**config.mk**
```make
export PLATFORM = sky130hd
export DESIGN_NAME = swd_watchdog
export DESIGN_NICKNAME = d
export VERILOG_FILES = /design/src/logic/swd_pkg.sv /design/src/logic/swd_watchdog.sv
export SDC_FILE = /design/constraint.sdc
export NUM_CORES = 1
export LEC_CHECK = 0
export BUFFER_PORTS_ARGS = -buffer_cell sky130_fd_sc_hd__buf_2
export CAP_MARGIN = 20
export CORE_ASPECT_RATIO = 1.4
export CORE_MARGIN = 1
export CORE_UTILIZATION = 59
export DETAILED_ROUTE_END_ITERATION = 10
export PLACE_DENSITY = 0.85
export SLEW_MARGIN = 15
export SYNTH_ARGS = -nofsm -noshare
export SYNTH_HDL_FRONTEND = slang
export SYNTH_SLANG_ARGS = --single-unit
```
**constraint.sdc**
```tcl
create_clock -name aclk -period 6.1 [get_ports aclk]
set_clock_uncertainty 0.15 [all_clocks]
set_input_delay 0.305 -clock aclk [delete_from_list [all_inputs] [get_ports aclk]]
set_output_delay 0.305 -clock aclk [all_outputs]
set_load 0.05 [all_outputs]
```
**src/logic/swd_pkg.sv**
```systemverilog
// Constants shared by the software watchdog timer.
package swd_pkg;
    // ----------------------------------------------------------------
    // Register byte offsets
    // ----------------------------------------------------------------
    localparam logic [7:0] SWD_REF_OFS = 8'h00;
    localparam logic [7:0] SWD_CNT_OFS = 8'h04;
    localparam logic [7:0] SWD_CTL_OFS = 8'h08;
    localparam logic [7:0] SWD_STS_OFS = 8'h0c;
    localparam logic [7:0] SWD_MSK_OFS = 8'h10;
    localparam logic [7:0] SWD_PIN_OFS = 8'h14;
    // ----------------------------------------------------------------
    // Field positions
    // ----------------------------------------------------------------
    localparam int SWD_REF_EN_BIT = 0;
    localparam int SWD_CTL_FRZ_BIT = 0;
    localparam int SWD_CTL_BUS_WIDTH_SELECT_BIT = 1;
    localparam int SWD_STS_TMO_BIT = 0;
    localparam int SWD_PIN_FUNC_BIT = 0;
    localparam int SWD_PIN_LVL_BIT = 1;
    // ----------------------------------------------------------------
    // Reset values
    // ----------------------------------------------------------------
    localparam logic [15:0] SWD_REF_RST = 16'hffff;
    localparam logic [1:0] SWD_CTL_RST = 2'h2;
    localparam logic [1:0] SWD_PIN_RST = 2'h3;
    localparam logic [0:0] SWD_STS_RST = 1'h0;
    localparam logic [0:0] SWD_MSK_RST = 1'h0;
    // ----------------------------------------------------------------
    // Timing counts: divider ratios, and lengths in master clock cycles
    // ----------------------------------------------------------------
    localparam int SWD_DIV_MAIN = 16;
    localparam int SWD_PRESCALE = 256;
    localparam int SWD_TICK_CYCLES = SWD_DIV_MAIN * SWD_PRESCALE;
    localparam logic [3:0] SWD_DIV_LAST = 4'(SWD_DIV_MAIN - 1);
    localparam logic [7:0] SWD_PRE_LAST = 8'(SWD_PRESCALE - 1);
    localparam logic [12:0] SWD_GAP_LAST = 13'(SWD_TICK_CYCLES - 1);
    localparam logic [4:0] SWD_PULSE_CYCLES = 5'd16;
    // ----------------------------------------------------------------
    // Bus responses
    // ----------------------------------------------------------------
    localparam logic [1:0] SWD_RESP_OKAY = 2'h0;
    localparam logic [1:0] SWD_RESP_SLVERR = 2'h2;
endpackage : swd_pkg

```
**src/logic/swd_watchdog.sv**
```systemverilog
// Software watchdog timer with an AXI4-Lite register slave.
//
// The AXI4-Lite interface to the registers and the address map are this design's own decisions.
`timescale 1ns/1ps
module swd_watchdog (
    input wire logic aclk,
    input wire logic aresetn,
    input wire logic [7:0] s_axi_awaddr,
    input wire logic s_axi_awvalid,
    output logic s_axi_awready,
    input wire logic [31:0] s_axi_wdata,
    input wire logic [3:0] s_axi_wstrb,
    input wire logic s_axi_wvalid,
    output logic s_axi_wready,
    output logic [1:0] s_axi_bresp,
    output logic s_axi_bvalid,
    input wire logic s_axi_bready,
    input wire logic [7:0] s_axi_araddr,
    input wire logic s_axi_arvalid,
    output logic s_axi_arready,
    output logic [31:0] s_axi_rdata,
    output logic [1:0] s_axi_rresp,
    output logic s_axi_rvalid,
    input wire logic s_axi_rready,
    input wire logic freeze_req,
    output logic timeout_pulse_n,
    output logic timeout_pulse_n_irq,
    output logic port_b_line_seven_out,
    output logic port_b_line_seven_oe_n
);
    import swd_pkg::*;

    // ----------------------------------------------------------------
    // State
    // ----------------------------------------------------------------
    logic aw_q, aw_d;
    logic [7:0] awaddr_q, awaddr_d;
    logic w_q, w_d;
    logic [31:0] wdata_q, wdata_d;
    logic [3:0] wstrb_q, wstrb_d;
    logic bvalid_q, bvalid_d;
    logic [1:0] bresp_q, bresp_d;
    logic rvalid_q, rvalid_d;
    logic [31:0] rdata_q, rdata_d;
    logic [1:0] rresp_q, rresp_d;
    logic [15:0] ref_q, ref_d;
    logic [1:0] ctl_q, ctl_d;
    logic [0:0] sts_q, sts_d;
    logic [0:0] msk_q, msk_d;
    logic [1:0] pin_q, pin_d;
    logic susp_q, susp_d;
    logic [3:0] div_q, div_d;
    logic [7:0] pre_q, pre_d;
    logic [15:0] cnt_q, cnt_d;
    logic [4:0] pls_q, pls_d;
    logic pls_n_q, pls_n_d;
    logic [12:0] gap_q, gap_d;
    logic do_wr;
    logic wr_cnt;
    logic sts_clr;
    logic run;
    logic tick;
    logic tmo;
    logic [15:0] cnt_inc;

    // ----------------------------------------------------------------
    // Register bus
    // ----------------------------------------------------------------
    assign s_axi_awready = !aw_q;
    assign s_axi_wready = !w_q;
    assign s_axi_arready = !rvalid_q;
    assign s_axi_bvalid = bvalid_q;
    assign s_axi_bresp = bresp_q;
    assign s_axi_rvalid = rvalid_q;
    assign s_axi_rdata = rdata_q;
    assign s_axi_rresp = rresp_q;
    assign do_wr = aw_q && w_q && !bvalid_q;

    always_comb begin
        aw_d = aw_q;
        awaddr_d = awaddr_q;
        w_d = w_q;
        wdata_d = wdata_q;
        wstrb_d = wstrb_q;
        bvalid_d = bvalid_q;
        bresp_d = bresp_q;
        rvalid_d = rvalid_q;
        rdata_d = rdata_q;
        rresp_d = rresp_q;
        ref_d = ref_q;
        ctl_d = ctl_q;
        msk_d = msk_q;
        pin_d = pin_q;
        susp_d = susp_q;
        wr_cnt = 1'b0;
        sts_clr = 1'b0;
        if (s_axi_awvalid && !aw_q) begin
            aw_d = 1'b1;
            awaddr_d = s_axi_awaddr;
        end
        if (s_axi_wvalid && !w_q) begin
            w_d = 1'b1;
            wdata_d = s_axi_wdata;
            wstrb_d = s_axi_wstrb;
        end
        if (bvalid_q && s_axi_bready) begin
            bvalid_d = 1'b0;
        end
        if (do_wr) begin
            aw_d = 1'b0;
            w_d = 1'b0;
            bvalid_d = 1'b1;
            bresp_d = SWD_RESP_OKAY;
            case (awaddr_q)
                SWD_REF_OFS: begin
                    if (wstrb_q[0]) begin
                        ref_d[7:0] = wdata_q[7:0];
                    end
                    if (wstrb_q[1]) begin
                        ref_d[15:8] = wdata_q[15:8];
                    end
                    // In byte-wide mode the compare waits for the low byte.
                    if (!ctl_q[SWD_CTL_BUS_WIDTH_SELECT_BIT]) begin
                        if (wstrb_q[0]) begin
                            susp_d = 1'b0;
                        end else if (wstrb_q[1]) begin
                            susp_d = 1'b1;
                        end
                    end else begin
                        susp_d = 1'b0;
                    end
                end
                SWD_CNT_OFS: wr_cnt = 1'b1;
                SWD_CTL_OFS: begin
                    if (wstrb_q[0]) begin
                        ctl_d = wdata_q[1:0];
                    end
                end
                SWD_STS_OFS: sts_clr = wstrb_q[0] && wdata_q[SWD_STS_TMO_BIT];
                SWD_MSK_OFS: begin
                    if (wstrb_q[0]) begin
                        msk_d = wdata_q[0:0];
                    end
                end
                SWD_PIN_OFS: begin
                    if (wstrb_q[0]) begin
                        pin_d = wdata_q[1:0];
                    end
                end
                default: bresp_d = SWD_RESP_SLVERR;
            endcase
        end
        if (rvalid_q && s_axi_rready) begin
            rvalid_d = 1'b0;
        end
        if (s_axi_arvalid && !rvalid_q) begin
            rvalid_d = 1'b1;
            rresp_d = SWD_RESP_OKAY;
            rdata_d = 32'h0;
            case (s_axi_araddr)
                SWD_REF_OFS: rdata_d[15:0] = ref_q;
                SWD_CNT_OFS: rdata_d[15:0] = cnt_q;
                SWD_CTL_OFS: rdata_d[1:0] = ctl_q;
                SWD_STS_OFS: rdata_d[0:0] = sts_q;
                SWD_MSK_OFS: rdata_d[0:0] = msk_q;
                SWD_PIN_OFS: rdata_d[1:0] = pin_q;
                default: rresp_d = SWD_RESP_SLVERR;
            endcase
        end
        // A timeout in the clearing cycle keeps the bit set.
        sts_d = (sts_q & ~sts_clr) | tmo;
    end

    always_ff @(posedge aclk) begin
        if (!aresetn) begin
            aw_q <= 1'b0;
            awaddr_q <= 8'h0;
            w_q <= 1'b0;
            wdata_q <= 32'h0;
            wstrb_q <= 4'h0;
            bvalid_q <= 1'b0;
            bresp_q <= SWD_RESP_OKAY;
            rvalid_q <= 1'b0;
            rdata_q <= 32'h0;
            rresp_q <= SWD_RESP_OKAY;
            ref_q <= SWD_REF_RST;
            ctl_q <= SWD_CTL_RST;
            sts_q <= SWD_STS_RST;
            msk_q <= SWD_MSK_RST;
            pin_q <= SWD_PIN_RST;
            susp_q <= 1'b0;
        end else begin
            aw_q <= aw_d;
            awaddr_q <= awaddr_d;
            w_q <= w_d;
            wdata_q <= wdata_d;
            wstrb_q <= wstrb_d;
            bvalid_q <= bvalid_d;
            bresp_q <= bresp_d;
            rvalid_q <= rvalid_d;
            rdata_q <= rdata_d;
            rresp_q <= rresp_d;
            ref_q <= ref_d;
            ctl_q <= ctl_d;
            sts_q <= sts_d;
            msk_q <= msk_d;
            pin_q <= pin_d;
            susp_q <= susp_d;
        end
    end

    // ----------------------------------------------------------------
    // Timer
    // ----------------------------------------------------------------
    assign run = ref_q[SWD_REF_EN_BIT] && !(freeze_req && ctl_q[SWD_CTL_FRZ_BIT]);
    assign tick = run && div_q == SWD_DIV_LAST && pre_q == SWD_PRE_LAST;
    assign cnt_inc = cnt_q + 16'h0001;
    assign tmo = tick && !susp_q && cnt_inc[15:1] == ref_q[15:1];

    always_comb begin
        div_d = div_q;
        pre_d = pre_q;
        cnt_d = cnt_q;
        pls_d = pls_q;
        gap_d = gap_q;
        if (run) begin
            div_d = div_q + 4'h1;
            gap_d = gap_q + 13'h1;
            if (div_q == SWD_DIV_LAST) begin
                pre_d = pre_q + 8'h1;
            end
        end
        if (tick) begin
            gap_d = 13'h0;
            cnt_d = tmo ? 16'h0 : cnt_inc;
        end
        if (wr_cnt) begin
            cnt_d = 16'h0;
        end
        if (tmo) begin
            pls_d = SWD_PULSE_CYCLES;
        end else if (pls_q != 5'h0) begin
            pls_d = pls_q - 5'h1;
        end
        pls_n_d = pls_d == 5'h0;
    end

    always_ff @(posedge aclk) begin
        if (!aresetn) begin
            div_q <= 4'h0;
            pre_q <= 8'h0;
            cnt_q <= 16'h0;
            pls_q <= 5'h0;
            pls_n_q <= 1'b1;
            gap_q <= 13'h0;
        end else begin
            div_q <= div_d;
            pre_q <= pre_d;
            cnt_q <= cnt_d;
            pls_q <= pls_d;
            pls_n_q <= pls_n_d;
            gap_q <= gap_d;
        end
    end

    // ----------------------------------------------------------------
    // Outputs
    // ----------------------------------------------------------------
    assign timeout_pulse_n = pls_n_q;
    assign timeout_pulse_n_irq = |(sts_q & msk_q);
    assign port_b_line_seven_out = 1'b0;
    // Open drain: the enable is low only while the pin is pulled low.
    assign port_b_line_seven_oe_n = pin_q[SWD_PIN_FUNC_BIT] ? pls_n_q
                                  : pin_q[SWD_PIN_LVL_BIT];

    // ----------------------------------------------------------------
    // Checks
    // ----------------------------------------------------------------
    pulse_len_a: assert property (
        @(posedge aclk) disable iff (!aresetn)
        tmo |=> (!timeout_pulse_n) [*8] ##1 (!timeout_pulse_n) [*8] ##1 timeout_pulse_n)
        else $error("watchdog pulse is not 16 cycles long");

    restart_zero_a: assert property (
        @(posedge aclk) disable iff (!aresetn)
        tmo |=> cnt_q == 16'h0 && sts_q[SWD_STS_TMO_BIT])
        else $error("timeout did not restart count or flag interrupt");

    tick_spacing_a: assert property (
        @(posedge aclk) disable iff (!aresetn)
        tick |-> gap_q == SWD_GAP_LAST)
        else $error("counter step not 4096 running clocks");

    freeze_hold_a: assert property (
        @(posedge aclk) disable iff (!aresetn)
        freeze_req && ctl_q[SWD_CTL_FRZ_BIT] && !wr_cnt
        |=> $stable(cnt_q) && $stable(pre_q) && $stable(div_q))
        else $error("timer moved while frozen");

    sts_sticky_a: assert property (
        @(posedge aclk) disable iff (!aresetn)
        sts_q[SWD_STS_TMO_BIT] && !sts_clr |=> sts_q[SWD_STS_TMO_BIT])
        else $error("pending bit lost without a clear");

    count_read_a: assert property (
        @(posedge aclk) disable iff (!aresetn)
        s_axi_arvalid && s_axi_arready && s_axi_araddr == SWD_CNT_OFS
        |=> s_axi_rvalid && s_axi_rdata[15:0] == $past(cnt_q))
        else $error("count read returned wrong value");

    count_clear_a: assert property (
        @(posedge aclk) disable iff (!aresetn)
        wr_cnt |=> cnt_q == 16'h0)
        else $error("count write did not clear count");

    compare_gate_a: assert property (
        @(posedge aclk) disable iff (!aresetn)
        tmo |-> tick && ref_q[SWD_REF_EN_BIT] && !susp_q
        && (cnt_q[15:1] == ref_q[15:1] || cnt_q[15:1] + 15'h1 == ref_q[15:1]))
        else $error("timeout while disabled or suspended");

    reset_state_a: assert property (
        @(posedge aclk) disable iff (!aresetn)
        $rose(aresetn) |-> ref_q == SWD_REF_RST && !ctl_q[SWD_CTL_FRZ_BIT]
        && pin_q[SWD_PIN_FUNC_BIT] && cnt_q == 16'h0 ##1 div_q == 4'h1 || freeze_req)
        else $error("wrong state after reset");

    count_step_a: assert property (
        @(posedge aclk) disable iff (!aresetn)
        tick && !tmo && !wr_cnt |=> cnt_q == $past(cnt_q) + 16'h1)
        else $error("count did not advance by one on a step");

    count_still_a: assert property (
        @(posedge aclk) disable iff (!aresetn)
        !tick && !wr_cnt |=> $stable(cnt_q))
        else $error("count moved between steps");

    disable_hold_a: assert property (
        @(posedge aclk) disable iff (!aresetn)
        !ref_q[SWD_REF_EN_BIT] |=> $stable(div_q) && $stable(pre_q))
        else $error("prescaler ran while disabled");

    irq_raise_a: assert property (
        @(posedge aclk) disable iff (!aresetn)
        tmo && msk_q[0] && !do_wr |=> timeout_pulse_n_irq)
        else $error("unmasked timeout raised no interrupt");

    pin_func_a: assert property (
        @(posedge aclk) disable iff (!aresetn)
        pin_q[SWD_PIN_FUNC_BIT] && !timeout_pulse_n |-> !port_b_line_seven_oe_n)
        else $error("pin not pulled low during pulse");

    upper_suspend_a: assert property (
        @(posedge aclk) disable iff (!aresetn)
        do_wr && awaddr_q == SWD_REF_OFS && !ctl_q[SWD_CTL_BUS_WIDTH_SELECT_BIT]
        && wstrb_q[1:0] == 2'b10 |=> susp_q)
        else $error("upper byte write did not suspend compare");
endmodule : swd_watchdog

```
==> flow_summary_export.csv <==
group,metric,value,unit
status,outcome,"complete, no violations",
logic_synthesis,syn_area,5060,sq um
worst_setup_path,cp.buffers_inverters,0,
min_path,min_path_type,"in -> reg",
global_routing,antenna_found_initial,0,
clock_tree,tritoncts,"yes",
layout,layout.nets,693,
routing,drc_errors,0,
pwr,p_leak,0.00228,uW
pwr,p_sw,440,uW
global_routing,grtUsageTotal,25.6,%
timing,tightest_slew,857,ps
timing,setup_tns,0,ps
worst_setup_path,r2r_slack,2840,ps
worst_setup_path,worstPathArrival,3340,ps
logic_synthesis,synth_edf_count,0,
layout,final_cell_mix,"dfxtp_1 (105), nand2_1 (99), buf_2 (67), xnor2_1 (36), nor2_1 (34)",
place,gp_congestion,0.873,
clock_tree,cts.clk_slew.worst_paths,70,ps
min_path,hold_start,"s_axi_wvalid",
timing,relSlewSlack,42.7,%
clock_tree,cts_setup_buffers,0,
clock_tree,cts_htree_levels,3,
global_routing,grt_max_degree,87,
worst_setup_path,rr_worst_depth,7,
logic_synthesis,synth_area_per_cell,8.73,sq um
pwr,p_comb_share,15.1,%
routing,ant_nets,0,
logic_synthesis,ys_top_cells_by_area,"dfxtp_1 (42%), nand2_1 (7.3%), xnor2_1 (6.2%), mux2_2 (4.0%), nor2b_1 (3.8%)",
worst_setup_path,cp.required,6180,ps
logic_synthesis,synthDominantCellAreaShare,41.5,%
timing,finalMaxSlewViolations,0,
worst_setup_path,slowest_delay,700,ps
routing,first_iter_violations,305,
global_routing,grt_pass1_wl,18100,um
worst_setup_path,r2r_end,"pls_q[3]$_SDFF_PN0_",
logic_synthesis,ys_seq_area_share,41.5,%
worst_setup_path,crit_family,"simple AND/OR/NAND/NOR gates",
timing,setup_viol,0,
layout,syn_to_final_growth,11.8,%
place,io_buffers,67,
layout,drive_gt1_share,17.5,%
timing,hold_viol,0,
logic_synthesis,synth_top_area_cell,"dfxtp_1",
layout,antenna_cells,0,
routing,vias,4093,
routing,viasPerCell,5.56,
clock_tree,worst_skew_pair.late_latency,350,ps
layout,fin_cells,736,
global_routing,grt_pass1_vias,3974,
pwr,p_per_area,285,nW/um^2
floorplan,num_rows,39,
pwr,irDropWorstVdd,297,uV
pwr,p_int,1170,uW
routing,first_pass_iters,4,
logic_synthesis,synth_cell_types,49,
clock_tree,holdBufCountCts,0,
min_path,holdPathStages,3,
place,hpwl,7400,um
worst_setup_path,worstSetupPathType,"reg -> reg",
timing,fin_crit_sh,53.4,%
pwr,p_sw_share,27.3,%
global_routing,gr-total-overflow,0,
logic_synthesis,async_flop_share,0,%
pwr,power_frac_seq,46.2,%
logic_synthesis,netlist_instances,580,
clock_tree,clkSinkCount,105,
floorplan,die_w,80.3,um
clock_tree,cts_resized,0,
routing,wire_per_inst,14.5,um
layout,final_common_cell,"dfxtp_1",
worst_setup_path,r2r_start,"ref_q[0]$_SDFFE_PN1P_",
worst_setup_path,worst-path-max-fanout,16,
clock_tree,numCtsBuffers,9,
timing,rsz0062_at_grt,"false",
worst_setup_path,cp_common_cell,"and4_1",
worst_setup_path,crit_path_cell_trace,"a21boi_2 -> and4_1 -> nand4_1 -> nor4_1 -> and4_1 -> nand2b_1 -> nor3_1",
flow_run,drv_cap,0,
floorplan,dieArea,8960,sq um
min_path,hold_path_end,"w_q$_SDFFE_PP0P_",
place,placed_cells,719,
pwr,pwr-share-clk,38.7,%
logic_synthesis,synth_warnings,0,
timing,max_freq,307,MHz
layout,multi_input_area,2710,sq um
worst_setup_path,crit_slowest_cell,"nand4_1",
floorplan,core-area,8250,sq um
floorplan,num_io_pins,105,
clock_tree,clk_path_buf_depth,2,
floorplan,die_y,112,um
floorplan,start_util,61.4,%
timing,min_period,3260,ps
layout,fillerInstances,646,
logic_synthesis,synthFlopType,"dfxtp_1",
routing,routed_wl,10700,um
worst_setup_path,cp-start-kind,"flip-flop",
worst_setup_path,worst_setup_path_end_kind,"flip-flop",
logic_synthesis,synth_seq_cells,105,
layout,seqCellArea,2100,sq um
clock_tree,cts_root_buf,"clkbuf_16",
## synth_stat cells (5+ instances only)
cell      number
and2_1        13
xor2_1        10
inv_1         11
mux2_2        18
nand4_1       10
nor3_1         8
a22oi_1       18
or3_1          9
mux2i_1       15
nor2_1        34
buf_4         19
clkbuf_1      22
dfxtp_1      105
nor2b_1       31
o21ai_0        8
a21oi_1        5
xnor2_1       36
nand2_1       99
nand3_1       29
and4_1         5
a21boi_0      22
buf_2          7
## sequential cells by signal, summed over array words and instances (netlist names), 2 cells and up
name	count
div_q	4
ref_q	16
wdata_q	16
awaddr_q	8
cnt_q	16
pin_q	2
wstrb_q	2
s_axi_rdata	16
pls_q	5
pre_q	8
ctl_q	2
## layout make-up
type                            instances  share of cell area [%]
Multi-Input combinational cell        432                    47.8
Sequential cell                       105                    37.1
Timing Repair Buffer                   70                    6.32
Clock buffer                           10                    4.22
Tap cell                              102                    2.25
Clock inverter                          6                    1.57
Inverter                               11                   0.729
## worst min-delay path: cells and delay by family
kind                   cells  cell delay (ps)
AND/OR/NAND/NOR            2              100
buffers and inverters      1              100
## power groups by stage
stage / logic, uW / registers [uW] / clock network [uW]
after floorplan: 186 / 769 / 0
after global placement: 228 / 757 / 0
after detailed placement: 239 / 760 / 0
after CTS: 243 / 744 / 631
after global routing: 266 / 748 / 663
final: 244 / 745 / 626
## how the worst max path moves through the flow
stage                         startpoint                      endpoint  slack [ps]  cells past startpoint
5_1_grt            ref_q[0]$_SDFFE_PN1P_        cnt_q[10]$_SDFFE_PP0P_        2590                      7
3_3_place_gp                  freeze_req        cnt_q[15]$_SDFFE_PP0P_        3030                      8
6_report           ref_q[0]$_SDFFE_PN1P_           pls_q[3]$_SDFF_PN0_        2840                      7
2_1_floorplan  s_axi_rvalid$_SDFFE_PN0P_  s_axi_rdata[10]$_SDFFE_PN0P_        3550                      7
4_1_cts            ref_q[0]$_SDFFE_PN1P_           pls_q[3]$_SDFF_PN0_        2910                      7
3_5_place_dp                  freeze_req        cnt_q[14]$_SDFFE_PP0P_        2970                      8
## per-stage QoR
stage	setup WS [ps]	power (uW)	instance area [sq um]	util, %	hold WS, ps
after floorplan	3550	955	5130	-	271
after global placement	3030	985	5330	64.6	300
after detailed placement	2970	999	5330	64.6	310
after CTS	2910	1620	5650	68.6	36.3
after global routing	2590	1680	5660	68.7	43.6
final	2840	1620	5660	68.7	38.6
## metal layers
metal,part of all wire (%),vias to the layer above,wire length [um],GRT usage (%)
met2,52,137,5550,44.3
met3,4.8,23,508,5.25
met1,41,1898,4380,30.1
li1,-,2035,-,-
met5,0,-,0,0
met4,2.3,0,243,11.0
## kinds of logic after synthesis
logic type,count (synthesis),share of synthesized area [%]
simple gates,259,25.5
mux,34,7.41
buf+inv,61,6.40
compound gates,70,10.1
xor+xnor,46,7.96
fa+ha+maj,4,0.988
other cells,1,0.0741
flops,105,41.5
Power figures use the tool's default switching activity.
